[src/inc/ses_pkg.sv]
// Constants and types shared by the servo stop sequencer
package ses_pkg;
	localparam int unsigned SES_CLK_HZ        = 10000000;
	localparam int unsigned SES_NAXIS         = 2;
	localparam int unsigned SES_CNT_W         = 24;
	localparam int unsigned SES_SPD_W         = 16;
	// Pull-up pulse length and retract torque length in microseconds
	localparam int unsigned SES_PULLUP_US     = 20;
	localparam int unsigned SES_PULLUP_CYC    = (SES_PULLUP_US * (SES_CLK_HZ / 1000000) > 0) ?
		SES_PULLUP_US * (SES_CLK_HZ / 1000000) : 1;
	localparam int unsigned SES_RETRACT_US    = 50;
	localparam int unsigned SES_RETRACT_CYC   = (SES_RETRACT_US * (SES_CLK_HZ / 1000000) > 0) ?
		SES_RETRACT_US * (SES_CLK_HZ / 1000000) : 1;
	// Earth-fault measurement time per axis
	localparam int unsigned SES_EFLT_US       = 10;
	localparam int unsigned SES_EFLT_CYC      = (SES_EFLT_US * (SES_CLK_HZ / 1000000) > 0) ?
		SES_EFLT_US * (SES_CLK_HZ / 1000000) : 1;
	// Full charge time, default 100 ms, a top-level parameter
	localparam int unsigned SES_CHARGE_MS     = 100;
	localparam int unsigned SES_CHARGE_CYC    = SES_CHARGE_MS * (SES_CLK_HZ / 1000);
	localparam logic [SES_CNT_W-1:0] SES_CNT_ZERO = 24'h000000;

	typedef enum logic [3:0] {
		SES_ST_OFF     = 4'b0000,
		SES_ST_EFLT    = 4'b0001,
		SES_ST_CHARGE  = 4'b0010,
		SES_ST_READY   = 4'b0011,
		SES_ST_RETRACT = 4'b0100,
		SES_ST_DECEL   = 4'b0101,
		SES_ST_PULLUP  = 4'b0110,
		SES_ST_BRAKE   = 4'b0111,
		SES_ST_STOPPED = 4'b1000
	} ses_state_t;
endpackage

[src/rtl/ses_axis_eflt.sv]
// Per-axis earth-fault check, one axis after another
module ses_axis_eflt #(
	parameter int unsigned NAXIS = ses_pkg::SES_NAXIS
) (
	input  wire logic             i_ref_clk,
	input  wire logic             i_rst_n,
	input  wire logic             i_start,
	input  wire logic [NAXIS-1:0] i_leak_det,
	output logic      [NAXIS-1:0] o_meas_sel,
	output logic      [NAXIS-1:0] o_fault_axis,
	output logic                  o_done
);
	import ses_pkg::*;

	localparam int unsigned IDX_W = (NAXIS > 1) ? $clog2(NAXIS) : 1;

	logic             busy_r, busy_nxt;
	logic [IDX_W-1:0] idx_r, idx_nxt;
	logic [15:0]      tmr_r, tmr_nxt;
	logic [NAXIS-1:0] fault_r, fault_nxt;
	logic             done_r, done_nxt;

	// Walk axes; each gets its own window so a fault names its axis
	always_comb begin
		busy_nxt  = busy_r;
		idx_nxt   = idx_r;
		tmr_nxt   = tmr_r;
		fault_nxt = fault_r;
		done_nxt  = 1'b0;
		if (i_start && !busy_r) begin
			busy_nxt  = 1'b1;
			idx_nxt   = '0;
			tmr_nxt   = 16'(SES_EFLT_CYC - 1);
			fault_nxt = '0;
		end else if (busy_r) begin
			if (i_leak_det[idx_r])
				fault_nxt[idx_r] = 1'b1;
			if (tmr_r != 16'h0000) begin
				tmr_nxt = tmr_r - 16'h0001;
			end else if (32'(idx_r) == NAXIS - 1) begin
				busy_nxt = 1'b0;
				done_nxt = 1'b1;
			end else begin
				idx_nxt = idx_r + IDX_W'(1);
				tmr_nxt = 16'(SES_EFLT_CYC - 1);
			end
		end
	end

	always_ff @(posedge i_ref_clk or negedge i_rst_n) begin
		if (!i_rst_n) begin
			busy_r  <= 1'b0;
			idx_r   <= '0;
			tmr_r   <= 16'h0000;
			fault_r <= '0;
			done_r  <= 1'b0;
		end else begin
			busy_r  <= busy_nxt;
			idx_r   <= idx_nxt;
			tmr_r   <= tmr_nxt;
			fault_r <= fault_nxt;
			done_r  <= done_nxt;
		end
	end

	// Only the axis under test is switched into the measuring circuit
	genvar g;
	generate
		for (g = 0; g < NAXIS; g++) begin : g_sel
			assign o_meas_sel[g] = busy_r && (32'(idx_r) == g);
		end
	endgenerate
	assign o_fault_axis = fault_r;
	assign o_done       = done_r;
endmodule

[src/rtl/ses_seq.sv]
// Emergency-stop, brake, contactor and ready sequencer for a servo drive
// What this block does
// - On any stop source with decel control on, keep ready on while decelerating with the set time constant.
// - With decel control on, drop ready and apply dynamic brake only once the motor has stopped.
// - With drop prevention and decel control both on, delay ready-off by a set time after the brake command.
// - With pull-up and decel control both on, lift the vertical axis slightly before braking.
// - After stop release, check earth fault per axis before ready on.
// - On collision, produce retract torque, then decelerate to stop.
// - Drive monitors feed rate; exceeding safety speed raises stop and cuts power.
// - Contactor output follows stop, release, spindle stop and drop-prevention state.
// - Brake output follows stop, release, drop prevention and pull-up; all axes together.
// - External stop input opens the contactor even without a controller stop.
// - Flag is high while machine-end speed exceeds the set threshold.
// - Quick re-ready shortens charging according to remaining supply charge.
module ses_seq #(
	parameter int unsigned NAXIS      = ses_pkg::SES_NAXIS,
	parameter int unsigned SPD_W      = ses_pkg::SES_SPD_W,
	parameter int unsigned CNT_W      = ses_pkg::SES_CNT_W,
	parameter int unsigned CHARGE_CYC = ses_pkg::SES_CHARGE_CYC
) (
	input  wire logic             i_ref_clk,
	input  wire logic             i_rst_n,
	input  wire logic             i_nc_estop,
	input  wire logic             i_nc_fail,
	input  wire logic             i_servo_alarm,
	input  wire logic             i_ext_estop_n,
	input  wire logic             i_ready_req,
	input  wire logic             i_collision,
	input  wire logic             i_motor_stopped,
	input  wire logic             i_spindle_stop,
	input  wire logic             i_decel_en,
	input  wire logic             i_drop_prev_en,
	input  wire logic             i_pullup_en,
	input  wire logic [CNT_W-1:0] i_drop_delay,
	input  wire logic             i_safety_obs_en,
	input  wire logic [SPD_W-1:0] i_feed_speed,
	input  wire logic [SPD_W-1:0] i_safety_speed,
	input  wire logic [SPD_W-1:0] i_mach_speed,
	input  wire logic [SPD_W-1:0] i_spec_speed,
	input  wire logic [7:0]       i_charge_level,
	input  wire logic [NAXIS-1:0] i_leak_det,
	output logic                  o_ready,
	output logic                  o_decel_cmd,
	output logic                  o_dyn_brake,
	output logic [NAXIS-1:0]      o_brake_on,
	output logic                  o_pullup_cmd,
	output logic                  o_retract_cmd,
	output logic                  o_contactor_on,
	output logic                  o_overspeed_stop,
	output logic                  o_speed_over,
	output logic [NAXIS-1:0]      o_eflt_sel,
	output logic [NAXIS-1:0]      o_eflt_axis,
	output logic                  o_eflt_err,
	output ses_pkg::ses_state_t   o_state
);
	import ses_pkg::*;

	ses_state_t       st_r, st_nxt;
	logic [CNT_W-1:0] cnt_r, cnt_nxt;
	logic             ovs_r, ovs_nxt;
	logic             spd_r, spd_nxt;
	logic             eflt_start;
	logic             eflt_done;
	logic [NAXIS-1:0] eflt_fault;
	logic             stop_src;
	logic             ext_stop;
	logic [CNT_W-1:0] charge_cyc;
	logic [CNT_W+8:0] charge_prod;
	// Output images, registered so brake and ready lines cannot glitch
	logic             rdy_r, rdy_nxt;
	logic             dec_r, dec_nxt;
	logic             dyn_r, dyn_nxt;
	logic             pul_r, pul_nxt;
	logic             ret_r, ret_nxt;
	logic             brk_r, brk_nxt;
	logic             con_r, con_nxt;

	// Stop sources merged; external input is active low (open contact stops)
	assign ext_stop = !i_ext_estop_n;
	assign stop_src = i_nc_estop || i_nc_fail || i_servo_alarm || ext_stop || ovs_r;

	// Remaining charge 0..255 scales the charging wait down linearly
	assign charge_prod = (CNT_W + 9)'(CHARGE_CYC) * (CNT_W + 9)'(8'hFF - i_charge_level);
	assign charge_cyc  = CNT_W'(charge_prod >> 8);

	// Safety speed and specified speed comparators, latched overspeed
	always_comb begin
		ovs_nxt = ovs_r;
		if (i_safety_obs_en && (i_feed_speed > i_safety_speed))
			ovs_nxt = 1'b1;
		else if (i_ready_req && !i_nc_estop && st_r == SES_ST_STOPPED)
			ovs_nxt = 1'b0;
		spd_nxt = i_mach_speed > i_spec_speed;
	end

	// Main sequence: run, stop decel, brake, ready-off, restart
	always_comb begin
		st_nxt     = st_r;
		cnt_nxt    = cnt_r;
		eflt_start = 1'b0;
		case (st_r)
			SES_ST_OFF: begin
				if (i_ready_req && !stop_src) begin
					st_nxt     = SES_ST_EFLT;
					eflt_start = 1'b1;
				end
			end
			SES_ST_EFLT: begin
				if (stop_src) begin
					st_nxt = SES_ST_STOPPED;
				end else if (eflt_done) begin
					if (eflt_fault != '0) begin
						st_nxt = SES_ST_STOPPED;
					end else begin
						st_nxt  = SES_ST_CHARGE;
						cnt_nxt = charge_cyc;
					end
				end
			end
			SES_ST_CHARGE: begin
				if (stop_src)
					st_nxt = SES_ST_STOPPED;
				else if (cnt_r == SES_CNT_ZERO)
					st_nxt = SES_ST_READY;
				else
					cnt_nxt = cnt_r - CNT_W'(1);
			end
			SES_ST_READY: begin
				if (stop_src) begin
					// Decel control off means the dynamic brake stops the motor
					st_nxt = i_decel_en ? SES_ST_DECEL : SES_ST_STOPPED;
				end else if (i_collision) begin
					st_nxt  = SES_ST_RETRACT;
					cnt_nxt = CNT_W'(SES_RETRACT_CYC - 1);
				end
			end
			SES_ST_RETRACT: begin
				if (cnt_r == SES_CNT_ZERO)
					st_nxt = SES_ST_DECEL;
				else
					cnt_nxt = cnt_r - CNT_W'(1);
			end
			SES_ST_DECEL: begin
				if (i_motor_stopped) begin
					if (i_pullup_en) begin
						st_nxt  = SES_ST_PULLUP;
						cnt_nxt = CNT_W'(SES_PULLUP_CYC - 1);
					end else if (i_drop_prev_en && i_decel_en) begin
						st_nxt  = SES_ST_BRAKE;
						cnt_nxt = SES_CNT_ZERO;
					end else begin
						st_nxt = SES_ST_STOPPED;
					end
				end
			end
			SES_ST_PULLUP: begin
				if (cnt_r == SES_CNT_ZERO) begin
					st_nxt  = (i_drop_prev_en && i_decel_en) ? SES_ST_BRAKE : SES_ST_STOPPED;
					cnt_nxt = SES_CNT_ZERO;
				end else begin
					cnt_nxt = cnt_r - CNT_W'(1);
				end
			end
			SES_ST_BRAKE: begin
				// Brake is commanded; servo holds the axis until the count lands
				if (cnt_r + CNT_W'(1) >= i_drop_delay)
					st_nxt = SES_ST_STOPPED;
				else
					cnt_nxt = cnt_r + CNT_W'(1);
			end
			SES_ST_STOPPED: begin
				if (!stop_src && !i_ready_req)
					st_nxt = SES_ST_OFF;
			end
			default: begin
				st_nxt = SES_ST_OFF;
			end
		endcase
	end

	always_ff @(posedge i_ref_clk or negedge i_rst_n) begin
		if (!i_rst_n) begin
			st_r  <= SES_ST_OFF;
			cnt_r <= SES_CNT_ZERO;
			ovs_r <= 1'b0;
			spd_r <= 1'b0;
		end else begin
			st_r  <= st_nxt;
			cnt_r <= cnt_nxt;
			ovs_r <= ovs_nxt;
			spd_r <= spd_nxt;
		end
	end

	ses_axis_eflt #(
		.NAXIS (NAXIS)
	) u_eflt (
		.i_ref_clk    (i_ref_clk),
		.i_rst_n      (i_rst_n),
		.i_start      (eflt_start),
		.i_leak_det   (i_leak_det),
		.o_meas_sel   (o_eflt_sel),
		.o_fault_axis (eflt_fault),
		.o_done       (eflt_done)
	);

	// Output images follow the next state, so the registered copies match st_r
	always_comb begin
		rdy_nxt = 1'b0;
		dec_nxt = 1'b0;
		dyn_nxt = 1'b0;
		pul_nxt = 1'b0;
		ret_nxt = 1'b0;
		brk_nxt = 1'b0;
		// Sequence part of the contactor; overspeed drops it together with the latch
		con_nxt = !ovs_nxt && (st_nxt != SES_ST_OFF) && (st_nxt != SES_ST_STOPPED);
		// Ready stays on through every braking step until STOPPED
		case (st_nxt)
			SES_ST_OFF: begin
				dyn_nxt = 1'b1;
				brk_nxt = 1'b1;
			end
			SES_ST_EFLT: begin
				brk_nxt = 1'b1;
			end
			SES_ST_CHARGE: begin
				brk_nxt = 1'b1;
			end
			SES_ST_READY: begin
				rdy_nxt = 1'b1;
			end
			SES_ST_RETRACT: begin
				rdy_nxt = 1'b1;
				ret_nxt = 1'b1;
			end
			SES_ST_DECEL: begin
				rdy_nxt = 1'b1;
				dec_nxt = 1'b1;
			end
			SES_ST_PULLUP: begin
				rdy_nxt = 1'b1;
				pul_nxt = 1'b1;
			end
			SES_ST_BRAKE: begin
				// Servo still holds the axis while the brake closes
				rdy_nxt = 1'b1;
				brk_nxt = 1'b1;
			end
			SES_ST_STOPPED: begin
				dyn_nxt = 1'b1;
				brk_nxt = 1'b1;
			end
			default: begin
				dyn_nxt = 1'b1;
				brk_nxt = 1'b1;
			end
		endcase
	end

	// Reset values match the OFF state, so brakes hold from power-up on
	always_ff @(posedge i_ref_clk or negedge i_rst_n) begin
		if (!i_rst_n) begin
			rdy_r <= 1'b0;
			dec_r <= 1'b0;
			dyn_r <= 1'b1;
			pul_r <= 1'b0;
			ret_r <= 1'b0;
			brk_r <= 1'b1;
			con_r <= 1'b0;
		end else begin
			rdy_r <= rdy_nxt;
			dec_r <= dec_nxt;
			dyn_r <= dyn_nxt;
			pul_r <= pul_nxt;
			ret_r <= ret_nxt;
			brk_r <= brk_nxt;
			con_r <= con_nxt;
		end
	end

	// Direct stop inputs open the contactor without waiting for a clock edge
	assign o_contactor_on = !ext_stop && !i_spindle_stop && con_r;
	assign o_ready        = rdy_r;
	assign o_decel_cmd    = dec_r;
	assign o_dyn_brake    = dyn_r;
	assign o_pullup_cmd   = pul_r;
	assign o_retract_cmd  = ret_r;

	// One brake command fans out so every axis switches in the same cycle
	genvar g;
	generate
		for (g = 0; g < NAXIS; g++) begin : g_brk
			assign o_brake_on[g] = brk_r;
		end
	endgenerate

	assign o_overspeed_stop = ovs_r;
	assign o_speed_over     = spd_r;
	assign o_eflt_axis      = eflt_fault;
	assign o_eflt_err       = eflt_fault != '0;
	assign o_state          = st_r;
endmodule

[config.mk]
export PLATFORM = sky130hd
export DESIGN_NAME = ses_seq
export DESIGN_NICKNAME = d
export VERILOG_FILES = /design/src/inc/ses_pkg.sv /design/src/rtl/ses_axis_eflt.sv /design/src/rtl/ses_seq.sv
export SDC_FILE = /design/constraint.sdc
export NUM_CORES = 1
export LEC_CHECK = 0
export BUFFER_PORTS_ARGS = -buffer_cell sky130_fd_sc_hd__buf_4
export CORE_MARGIN = 10
export CORE_UTILIZATION = 40
export CTS_CLUSTER_DIAMETER = 40
export DETAILED_ROUTE_END_ITERATION = 7
export PLACE_DENSITY = 0.67
export SLEW_MARGIN = 20
export SYNTH_ARGS = -nofsm -noshare
export SYNTH_HDL_FRONTEND = slang
export SYNTH_HIERARCHICAL = 1
export SYNTH_SLANG_ARGS = --single-unit
[constraint.sdc]
create_clock -name i_ref_clk -period 3.35 [get_ports i_ref_clk]
set_clock_uncertainty 0.05 [all_clocks]
set_input_delay 0.335 -clock i_ref_clk [delete_from_list [all_inputs] [get_ports i_ref_clk]]
set_output_delay 0.335 -clock i_ref_clk [all_outputs]
set_load 0.05 [all_outputs]
## Word level (Yosys, flattened, before mapping)

Cells that the tools add are included.
Widths: inputs -> output; s select.

| word-level totals | value |
|---|---|
| flip-flop bits (word level) | 58 |
| output and inout bits | 19 |
| bits of input ports | 112 |
| word-level logic and storage cells | 159 |

| cells by class | value |
|---|---|
| equal/unequal tests | 27 |
| add/subtract/negate cells | 5 |
| bitwise logic cells | 2 |
| magnitude comparators | 5 |
| multiply operators | 1 |
| multiplexer cells | 63 |
| reductions and logical operators | 40 |

Operator list:

| kind | count |
|---|---|
| $mux 24 | 12 |
| $pmux 24 s7 | 1 |
| $mux 16 | 4 |
| $mux 4 | 16 |
| $pmux 4 s9 | 1 |
| $mul 14x33->26 const A | 1 |
| $eq 4x3->1 const B | 8 |
| $gt 16x16->1 | 2 |
| $mux 1 | 25 |
| $add 24x1->24 const B | 1 |
| $ge 24x24->1 | 1 |
| $logic_not 24->1 | 1 |
| $sub 24x1->24 const B | 1 |
| $eq 4x2->1 const B | 4 |
| $reduce_bool 16->1 | 1 |
| $sub 16x1->16 const B | 1 |
| $logic_and 1x1->1 | 14 |
| $ne 2x2->1 const B | 7 |
| $reduce_and 10->1 | 1 |
| $sub 8x8->9 const A | 1 |
| $eq 4x1->1 const B | 2 |
| $logic_not 1->1 | 7 |
| $reduce_bool 7->1 | 1 |
| $reduce_or 7->1 | 1 |
| 18 further kinds | 29 |

## Longest topological paths before layout

Gate-level depths: netlist (run 1).

| depth | value |
|---|---|
| depth after elaboration | 11 |
| gate-level depth with buffers | 18 |
| depth with buffers taken out | 18 |

## By module

The synthesis (run 1) kept the hierarchy.

By module, submodules not included:

| module | area each (sq um) | cells each | sequential area each (sq um) | times used |
|---|---|---|---|---|
| ses_seq | 6676.4 | 808 | 928.4 | 1 |
| ses_axis_eflt | 1178.6 | 118 | 525.5 | 1 |

## Worst setup path before layout (run 1)

No wires, ideal clock.

| timing | value |
|---|---|
| path type | input-to-reg |
| start point | input i_charge_level[5] |
| end point | register cnt_r[21] |
| data required time | 3175 ps |
| setup time | 125 ps |
| path buffers | 0 |
| path slack | -1246 ps |
| data arrival time | 4420 ps |
| stages | 16 |
| cells stage by stage | inv_1 -> fa_1 -> fa_1 -> fa_1 -> ha_1 -> ha_1 -> ha_1 -> ha_1 -> a21o_1 -> a21o_1 -> a21oi_1 -> nand2_1 -> a311oi_1 -> xnor2_1 -> a21oi_1 -> o21ai_1 |

| on the way | value |
|---|---|
| cells in the longest elaborated chain, start to end | 6 |

Ends and longest elaborated chain:

| element | RTL line | RTL |
|---|---|---|
| start: declaration | ses_seq.sv:40 | `input wire logic [7:0] i_charge_level,` |
| $sub 8x8->9 | ses_seq.sv:83 | `assign charge_prod = (CNT_W + 9)'(CHARGE_CYC) * (CNT_W + 9)'(8'hFF - i_charge_level);` |
| $mul 14x33->26 | ses_seq.sv:83 |  |
| $mux 24 | ses_seq.sv:112 | `if (eflt_fault != '0) begin` |
| $mux 24 | ses_seq.sv:111 | `end else if (eflt_done) begin` |
| $mux 24 | ses_seq.sv:109 | `if (stop_src) begin` |
| $pmux 24 s7 | ses_seq.sv:101 | `case (st_r)` |
| end signal: assignment | ses_seq.sv:189 | `cnt_r <= cnt_nxt;` |
| end: declaration | ses_seq.sv:59 | `logic [CNT_W-1:0] cnt_r, cnt_nxt;` |

No other way between the ends. The select of a mux whose other input is x is not followed.
A chain may end at the register's enable or synchronous reset.

## Worst setup path after layout (run 1)

| timing | value |
|---|---|
| start point | input i_charge_level[2] |
| end point | register cnt_r[18] |

The elaborated chain is that of the path after synthesis.

==> results.md, run 1 <==
* Cell variety after synth at 84
* Syn Inst Count at 926
* LEAKAGE at 5.45 nW
* Antenna Violating Nets Remaining at 0
* Inst Count DP at 1388
* Critical path launch point type: input pin
* Adder-cell share of the synthesized area at 26.3%
* Commonest cells after routing, fill and taps aside: buf_4, ha_1, inv_1
* Final WS setup at -0.618 ns
* Seq/Total Area, Yosys at 18.5%
* CTS buffer count at 9
* CP Max Fanout at 4
* Initial antenna violation count at 0
* Status: complete, but fails checks
* Area of the multi-input gates at 6480 um^2
* Peak per-stage delay on the critical path at 0.57 ns
* CP Capture Type: register
* CTS H-tree depth at 3
* Clock transition at path regs at 0.06 ns
* CTS tree: done
* Post-synth EDFFs at 0
* Kind of critical path: in -> reg
* Fillers at 1686
* Synth warn at 6
* # rows at 51
* Most common cell on crit path: ha_4
* Share of cells above drive strength 1 at 36.9%
* Setup Total Neg Slack at -14.18 ns
* CTS Sinks at 58
* Synth Net Count at 1192
* Synth Register Bits at 58
* Detailed Place HPWL at 17.2 mm
* Hold Path Class: in -> async
* 1st-iter DRT viols at 506
* Final Max Tran Viols at 0
* RSZ-0062 raised after global routing: yes
* DRT Pass-1 Iters at 5
* CP arrival at 4.14 ns
* Wire length of the first global-routing pass at 37.7 mm
* Die H at 160 um
* Post-synth top flop: dfrtp_1
* Synth Area in Simple Gates at 20.0%
* Gr usage total at 17.1%
* Port bufs at 130
* Max frequency at 252 MHz
* Detailed Route WL at 22.7 mm
* Clock Latency Late Sink at 0.33 ns
* Setup WS pre-CTS at -1.09 ns
* Initial Util at 40.5%
* Largest family of logic cells by synthesized area: adder cells
* Diode count at 0
* Critical-path cell list: buf_8, clkinvlp_4, fa_1, fa_1, fa_1, ha_4, ha_4, ha_4, ha_4, nand3_4, o31ai_4, a41o_1, mux2i_1, a21oi_1, a211oi_2, o21ai_1
* Failing checks: setup timing
* Final period utilization at 118%
* Post-Synth XOR/XNOR Area at 6.23%
* Core Box Area at 19400 um^2
* CP delay by family, top: adder cells
* Post-synthesis mux area share at 0.526%
* Net count reported at finish at 1435
* Die area at 25600 um^2
* Most frequent standard cell in the layout excluding fill and tap cells: buf_4
* DIE WIDTH at 160 um
* Clock tree root buffer cell: clkbuf_16
* Slew Limit Headroom at 32.9%
* Ports at 131
* Post-Syn Area at 7860 um^2
* Pwr Density at 555 nW/um^2
* FFs w/ async S/R, synth at 100%
* Clk buf depth at 2
* Grt total ovfl at 0
* Via Count at 7760
* Post-Layout Cell Count at 1438
* Synthesized area per cell at 8.48 um^2
* DRC violation count after routing at 0
* Max Cap Viol at 0
* Max IR drop VDD at 298 uV
* Slowest stage cell, crit path: fa_1
* WP buf/inv at 2
* Largest net degree at the start of global routing at 59
* Layout area overhead at 43.0%
* FF/Latch Area at 1450 um^2
* Tmin final at 3.97 ns
* Vias in the first global route at 7994
* Endpoints failing setup at 35
* Post-synthesis compound-gate area fraction at 20.4%
* Least-Margin Pin Slew at 1.00 ns
* Post-DR vias/cell at 5.40
* Final count of hold timing violations at 0
* Drt wl/cell at 15.8 um
* Critical Path RT at 3.52 ns
* Placer Congestion at 0.885
## worst register-to-register path, delay by kind of cell, from the launching register on
family                   cells  cell delay (ns)
buffers and inverters        4             0.63
AO/OA/AOI/OAI                6             1.12
flip-flops                   1             0.39
XOR/XNOR                     1             0.16
adder cells (fa/ha/maj)      1             0.29
AND/OR/NAND/NOR              7             1.03
## logic make-up after synthesis
| logic type | Yosys count |
|---|---|
| simple gates | 280 |
| compound gates | 235 |
| fa+ha+maj | 154 |
| buf+inv | 140 |
| flops | 58 |
| xor+xnor | 55 |
| mux | 4 |
## flip-flops by register name, indices dropped and copies added (netlist names)
register             count
u_eflt/o_done            1
o_speed_over             1
o_state                  4
brk_r                    1
o_dyn_brake              1
o_decel_cmd              1
o_ready                  1
o_pullup_cmd             1
u_eflt/tmr_r            16
o_overspeed_stop         1
o_retract_cmd            1
u_eflt/busy_r            1
u_eflt/idx_r             1
con_r                    1
u_eflt/o_fault_axis      2
cnt_r                   24
## stage by stage
step	hold WS, ns	util (%)	total power, W	area (um^2)
CTS	0.0643	56.3	0.00602	10900
floorplan	-0.0106	-	0.00361	8150
global placement	0.412	51.7	0.00462	10000
global route	0.0896	57.9	0.00671	11200
detailed placement	0.410	51.7	0.00470	10000
finish	0.0229	57.9	0.00624	11200
## worst paths after layout
| path | start | to | slack (ns) | depth (start not counted) |
|---|---|---|---|---|
| max in group asynchronous | i_rst_n | cnt_r[13] | 2.71 | 1 |
| setup / recovery | i_charge_level[2] | cnt_r[18] | -0.62 | 16 |
| hold reg to reg | u_eflt/tmr_r[15] | u_eflt/tmr_r[15] | 0.50 | 2 |
| setup reg to reg | cnt_r[10] | cnt_r[9] | -0.47 | 19 |
| min in group i_ref_clk | i_leak_det[0] | u_eflt/o_fault_axis[0] | 0.22 | 3 |
| hold / removal | i_rst_n | con_r | 0.02 | 1 |
## final cells by class
cell class,count,area share [%]
inverters,97,3.42
repair buffers,275,20.1
flip-flops and latches,58,12.9
well taps,265,2.95
clock buffers,11,2.25
multi-input cells,728,57.7
clock inverters,4,0.668
## cells in the mapped netlist, types with 5 or more instances
| master | n | share of area, % |
|---|---|---|
| ha_1 | 135 | 22 |
| inv_1 | 97 | 4.6 |
| nand2_1 | 70 | 3.3 |
| nor2_1 | 69 | 3.3 |
| a21oi_1 | 58 | 3.7 |
| dfrtp_1 | 56 | 18 |
| o21ai_0 | 43 | 2.7 |
| xnor2_1 | 30 | 3.3 |
| xor2_1 | 24 | 2.7 |
| nor3_1 | 21 | 1.3 |
| nand4_1 | 20 | 1.6 |
| fa_1 | 19 | 4.8 |
| nand3_1 | 19 | 1.2 |
| clkbuf_1 | 17 | 0.81 |
| o21ai_1 | 16 | 1.0 |
| a21o_1 | 12 | 1.1 |
| buf_4 | 11 | 1.1 |
| nor4_1 | 11 | 0.88 |
| a31oi_1 | 10 | 0.80 |
| nand2b_1 | 10 | 0.80 |
| buf_2 | 9 | 0.57 |
| o22ai_1 | 9 | 0.72 |
| and3_1 | 8 | 0.64 |
| nor2b_1 | 8 | 0.64 |
| nor4_4 | 8 | 2.2 |
| o211ai_1 | 8 | 0.76 |
| a211oi_1 | 7 | 0.67 |
| buf_6 | 6 | 0.86 |
| a221oi_1 | 5 | 0.56 |
| o2111ai_1 | 5 | 0.56 |
| o21a_1 | 5 | 0.48 |
| o31a_1 | 5 | 0.56 |
## report_power, final
part	internal (W)	switching, W
combinational	0.00202	0.00213
clock	0.000687	0.000341
sequential	0.000871	0.000183
total	0.00358	0.00265
## routing by layer
| layer | wire length, um | vias up | track usage (%) | share of wire, % |
|---|---|---|---|---|
| met4 | 344 | 0 | 3.63 | 1.5 |
| met1 | 9710 | 3656 | 20.9 | 43 |
| met5 | 0 | - | 0 | 0 |
| li1 | - | 3837 | - | - |
| met2 | 11200 | 232 | 29.6 | 49 |
| met3 | 1450 | 35 | 4.27 | 6.4 |
## timing repair
item	4_1_cts	5_1_grt
hold buffers	0	0
buffers inserted	22	12
hold endpoints to repair	0	0
cloned	3	0
gates resized for setup	79	54
pin swaps	53	35
setup endpoints to repair	35	35
No activity file was read; power rests on OpenSTA's default activity.
==> run 2, diff against run 1 <==
- SETUP_SLACK_MARGIN: not set -> 0.4
==> run 2 against run 1 <==
Compared with the run above: the run still ends with setup timing left; via count decreased by 0.86%; global-route usage decreased by 0.90 points; sequential share of layout area increased by 0.24 points; largest cell class unchanged.
==> results.md, run 2 (synthesized netlist as in run 1, its figures left out) <==
* Clock transition at path regs at 0.05 ns
* Initial antenna violation count at 0
* Hold_buf cts at 0
* Drt wl/cell at 15.6 um
* Detailed Place HPWL at 17.2 mm
* Max IR drop VDD at 301 uV
* CTS buffer count at 9
* Ports at 131
* Kind of critical path: in -> reg
* Post-Layout Cell Count at 1428
* Detailed Route WL at 22.3 mm
* Clk buf depth at 2
* Final count of hold timing violations at 0
* Final Max Tran Viols at 0
* Most frequent standard cell in the layout excluding fill and tap cells: buf_4
* Clock tree root buffer cell: clkbuf_16
* CTS H-tree depth at 3
* RSZ-0062 raised after global routing: yes
* Pwr Density at 551 nW/um^2
* Worst R2R Start: cnt_r[0]
* Final period utilization at 119%
* Critical Path RT at 3.52 ns
* Critical path capture point: cnt_r[18]
* Hold Path Class: in -> async
* Layout area overhead at 40.6%
* Net count reported at finish at 1424
* Port bufs at 130
* Pwr Total at 0.00608 W
* Critical path launch point type: input pin
* Reg-to-Reg End: brk_r
* DRC violation count after routing at 0
* Wire length of the first global-routing pass at 35.5 mm
* Endpoints failing setup at 35
* R2R depth at 16
* Status: complete, but fails checks
* Crit path from: i_charge_level[4]
* Grt total ovfl at 0
* Failing checks: setup timing
* Least-Margin Pin Slew at 0.854 ns
* CTS Sinks at 58
* Slew Limit Headroom at 42.9%
* CP Max Fanout at 5
* Diode count at 0
* Placer Congestion at 0.831
* CTS tree: done
* Post-DR vias/cell at 5.39
* Antenna Violating Nets Remaining at 0
* Die H at 160 um
* Setup Total Neg Slack at -14.37 ns
* Largest Register: cnt_r
* DIE WIDTH at 160 um
* 1st-iter DRT viols at 451
* CP arrival at 4.17 ns
* Gr usage total at 16.2%
* Via Count at 7693
* Initial Util at 40.5%
* Max Cap Viol at 0
* Share of cells above drive strength 1 at 35.3%
* Largest net degree at the start of global routing at 59
* CP Capture Type: register
* Fillers at 1738
* # rows at 51
* FF-to-FF setup slack at -0.53 ns
* Vias in the first global route at 7537
* DRT Pass-1 Iters at 5
* Max frequency at 250 MHz
* Core Box Area at 19400 um^2
* Largest register FFs at 24
* Tmin final at 3.99 ns
* Clock Latency Late Sink at 0.34 ns
* Die area at 25600 um^2
* Inst Count DP at 1384
* Final WS setup at -0.645 ns
* LEAKAGE at 5.34 nW
* Commonest cells after routing, fill and taps aside: buf_4, ha_1, inv_1
* Hold_ws at 0.0309 ns
run 2: changes by cell type in the layout (fill, tap and decap cells not counted), sizes merged:
cell,previous run,this run
clkinv,0,1
clkbuf,11,14
buf,275,261
run 2: area by class of cell:
cell class | instances | area [um^2] | share of cell area, %
Timing Repair Buffer | 264 | 2130 | 19.3
Tap cell | 265 | 332 | 3.00
Clock inverter | 5 | 80.1 | 0.725
Inverter | 97 | 382 | 3.46
Clock buffer | 11 | 233 | 2.11
Multi-Input combinational cell | 728 | 6420 | 58.2
Sequential cell | 58 | 1460 | 13.2
run 2: timing repair:
item                                    CTS  global route
endpoints found under the setup margin   35            37
hold endpoints to repair                  0             0
buffers inserted                         11            12
cloned                                    0             5
pin swaps                                39            27
resized for setup                        46            53
run 2: per-layer routing:
metal  part of all wire, %  track usage, %
met4                   1.7            4.34
met2                    48            27.1
met1                    45            20.7
met5                     0               0
met3                   5.9            3.42
run 2: worst min path at each step:
stage	start	to	slack (ns)	cells after the start
detailed placement	i_rst_n	con_r	0.42	1
CTS	i_rst_n	con_r	0.05	1
floorplan	i_rst_n	cnt_r[0]	-0.01	0
finish	i_rst_n	con_r	0.03	1
global placement	i_rst_n	con_r	0.41	1
global route	i_rst_n	con_r	0.1	1
run 2: where the power goes:
part	switching [W]	leakage (nW)	internal, W
Clock	0.000348	0.146	0.000650
Sequential	0.000200	0.749	0.000872
Combinational	0.00202	4.44	0.00199
Total	0.00257	5.34	0.00351
run 2: metrics by stage:
step	area [um^2]	util (%)	worst slack [ns]
floorplan	8160	-	-0.807
global placement	10000	51.5	-1.01
detailed placement	10000	51.5	-1.09
CTS	10600	54.7	-0.632
global route	11000	56.9	-0.807
finish	11000	56.9	-0.645
run 2: worst max-delay path, stage by stage:
cell and delay, ns:
buf_8 0.07, clkinvlp_4 0.13, fa_1 0.57, fa_1 0.42, fa_1 0.55, ha_4 0.22, ha_4 0.27, ha_4 0.19
ha_4 0.29, nand3_2 0.08, o31ai_4 0.21, a41o_1 0.23, mux2i_1 0.19, a21oi_1 0.08, a211oi_1 0.21, o21ai_1 0.09
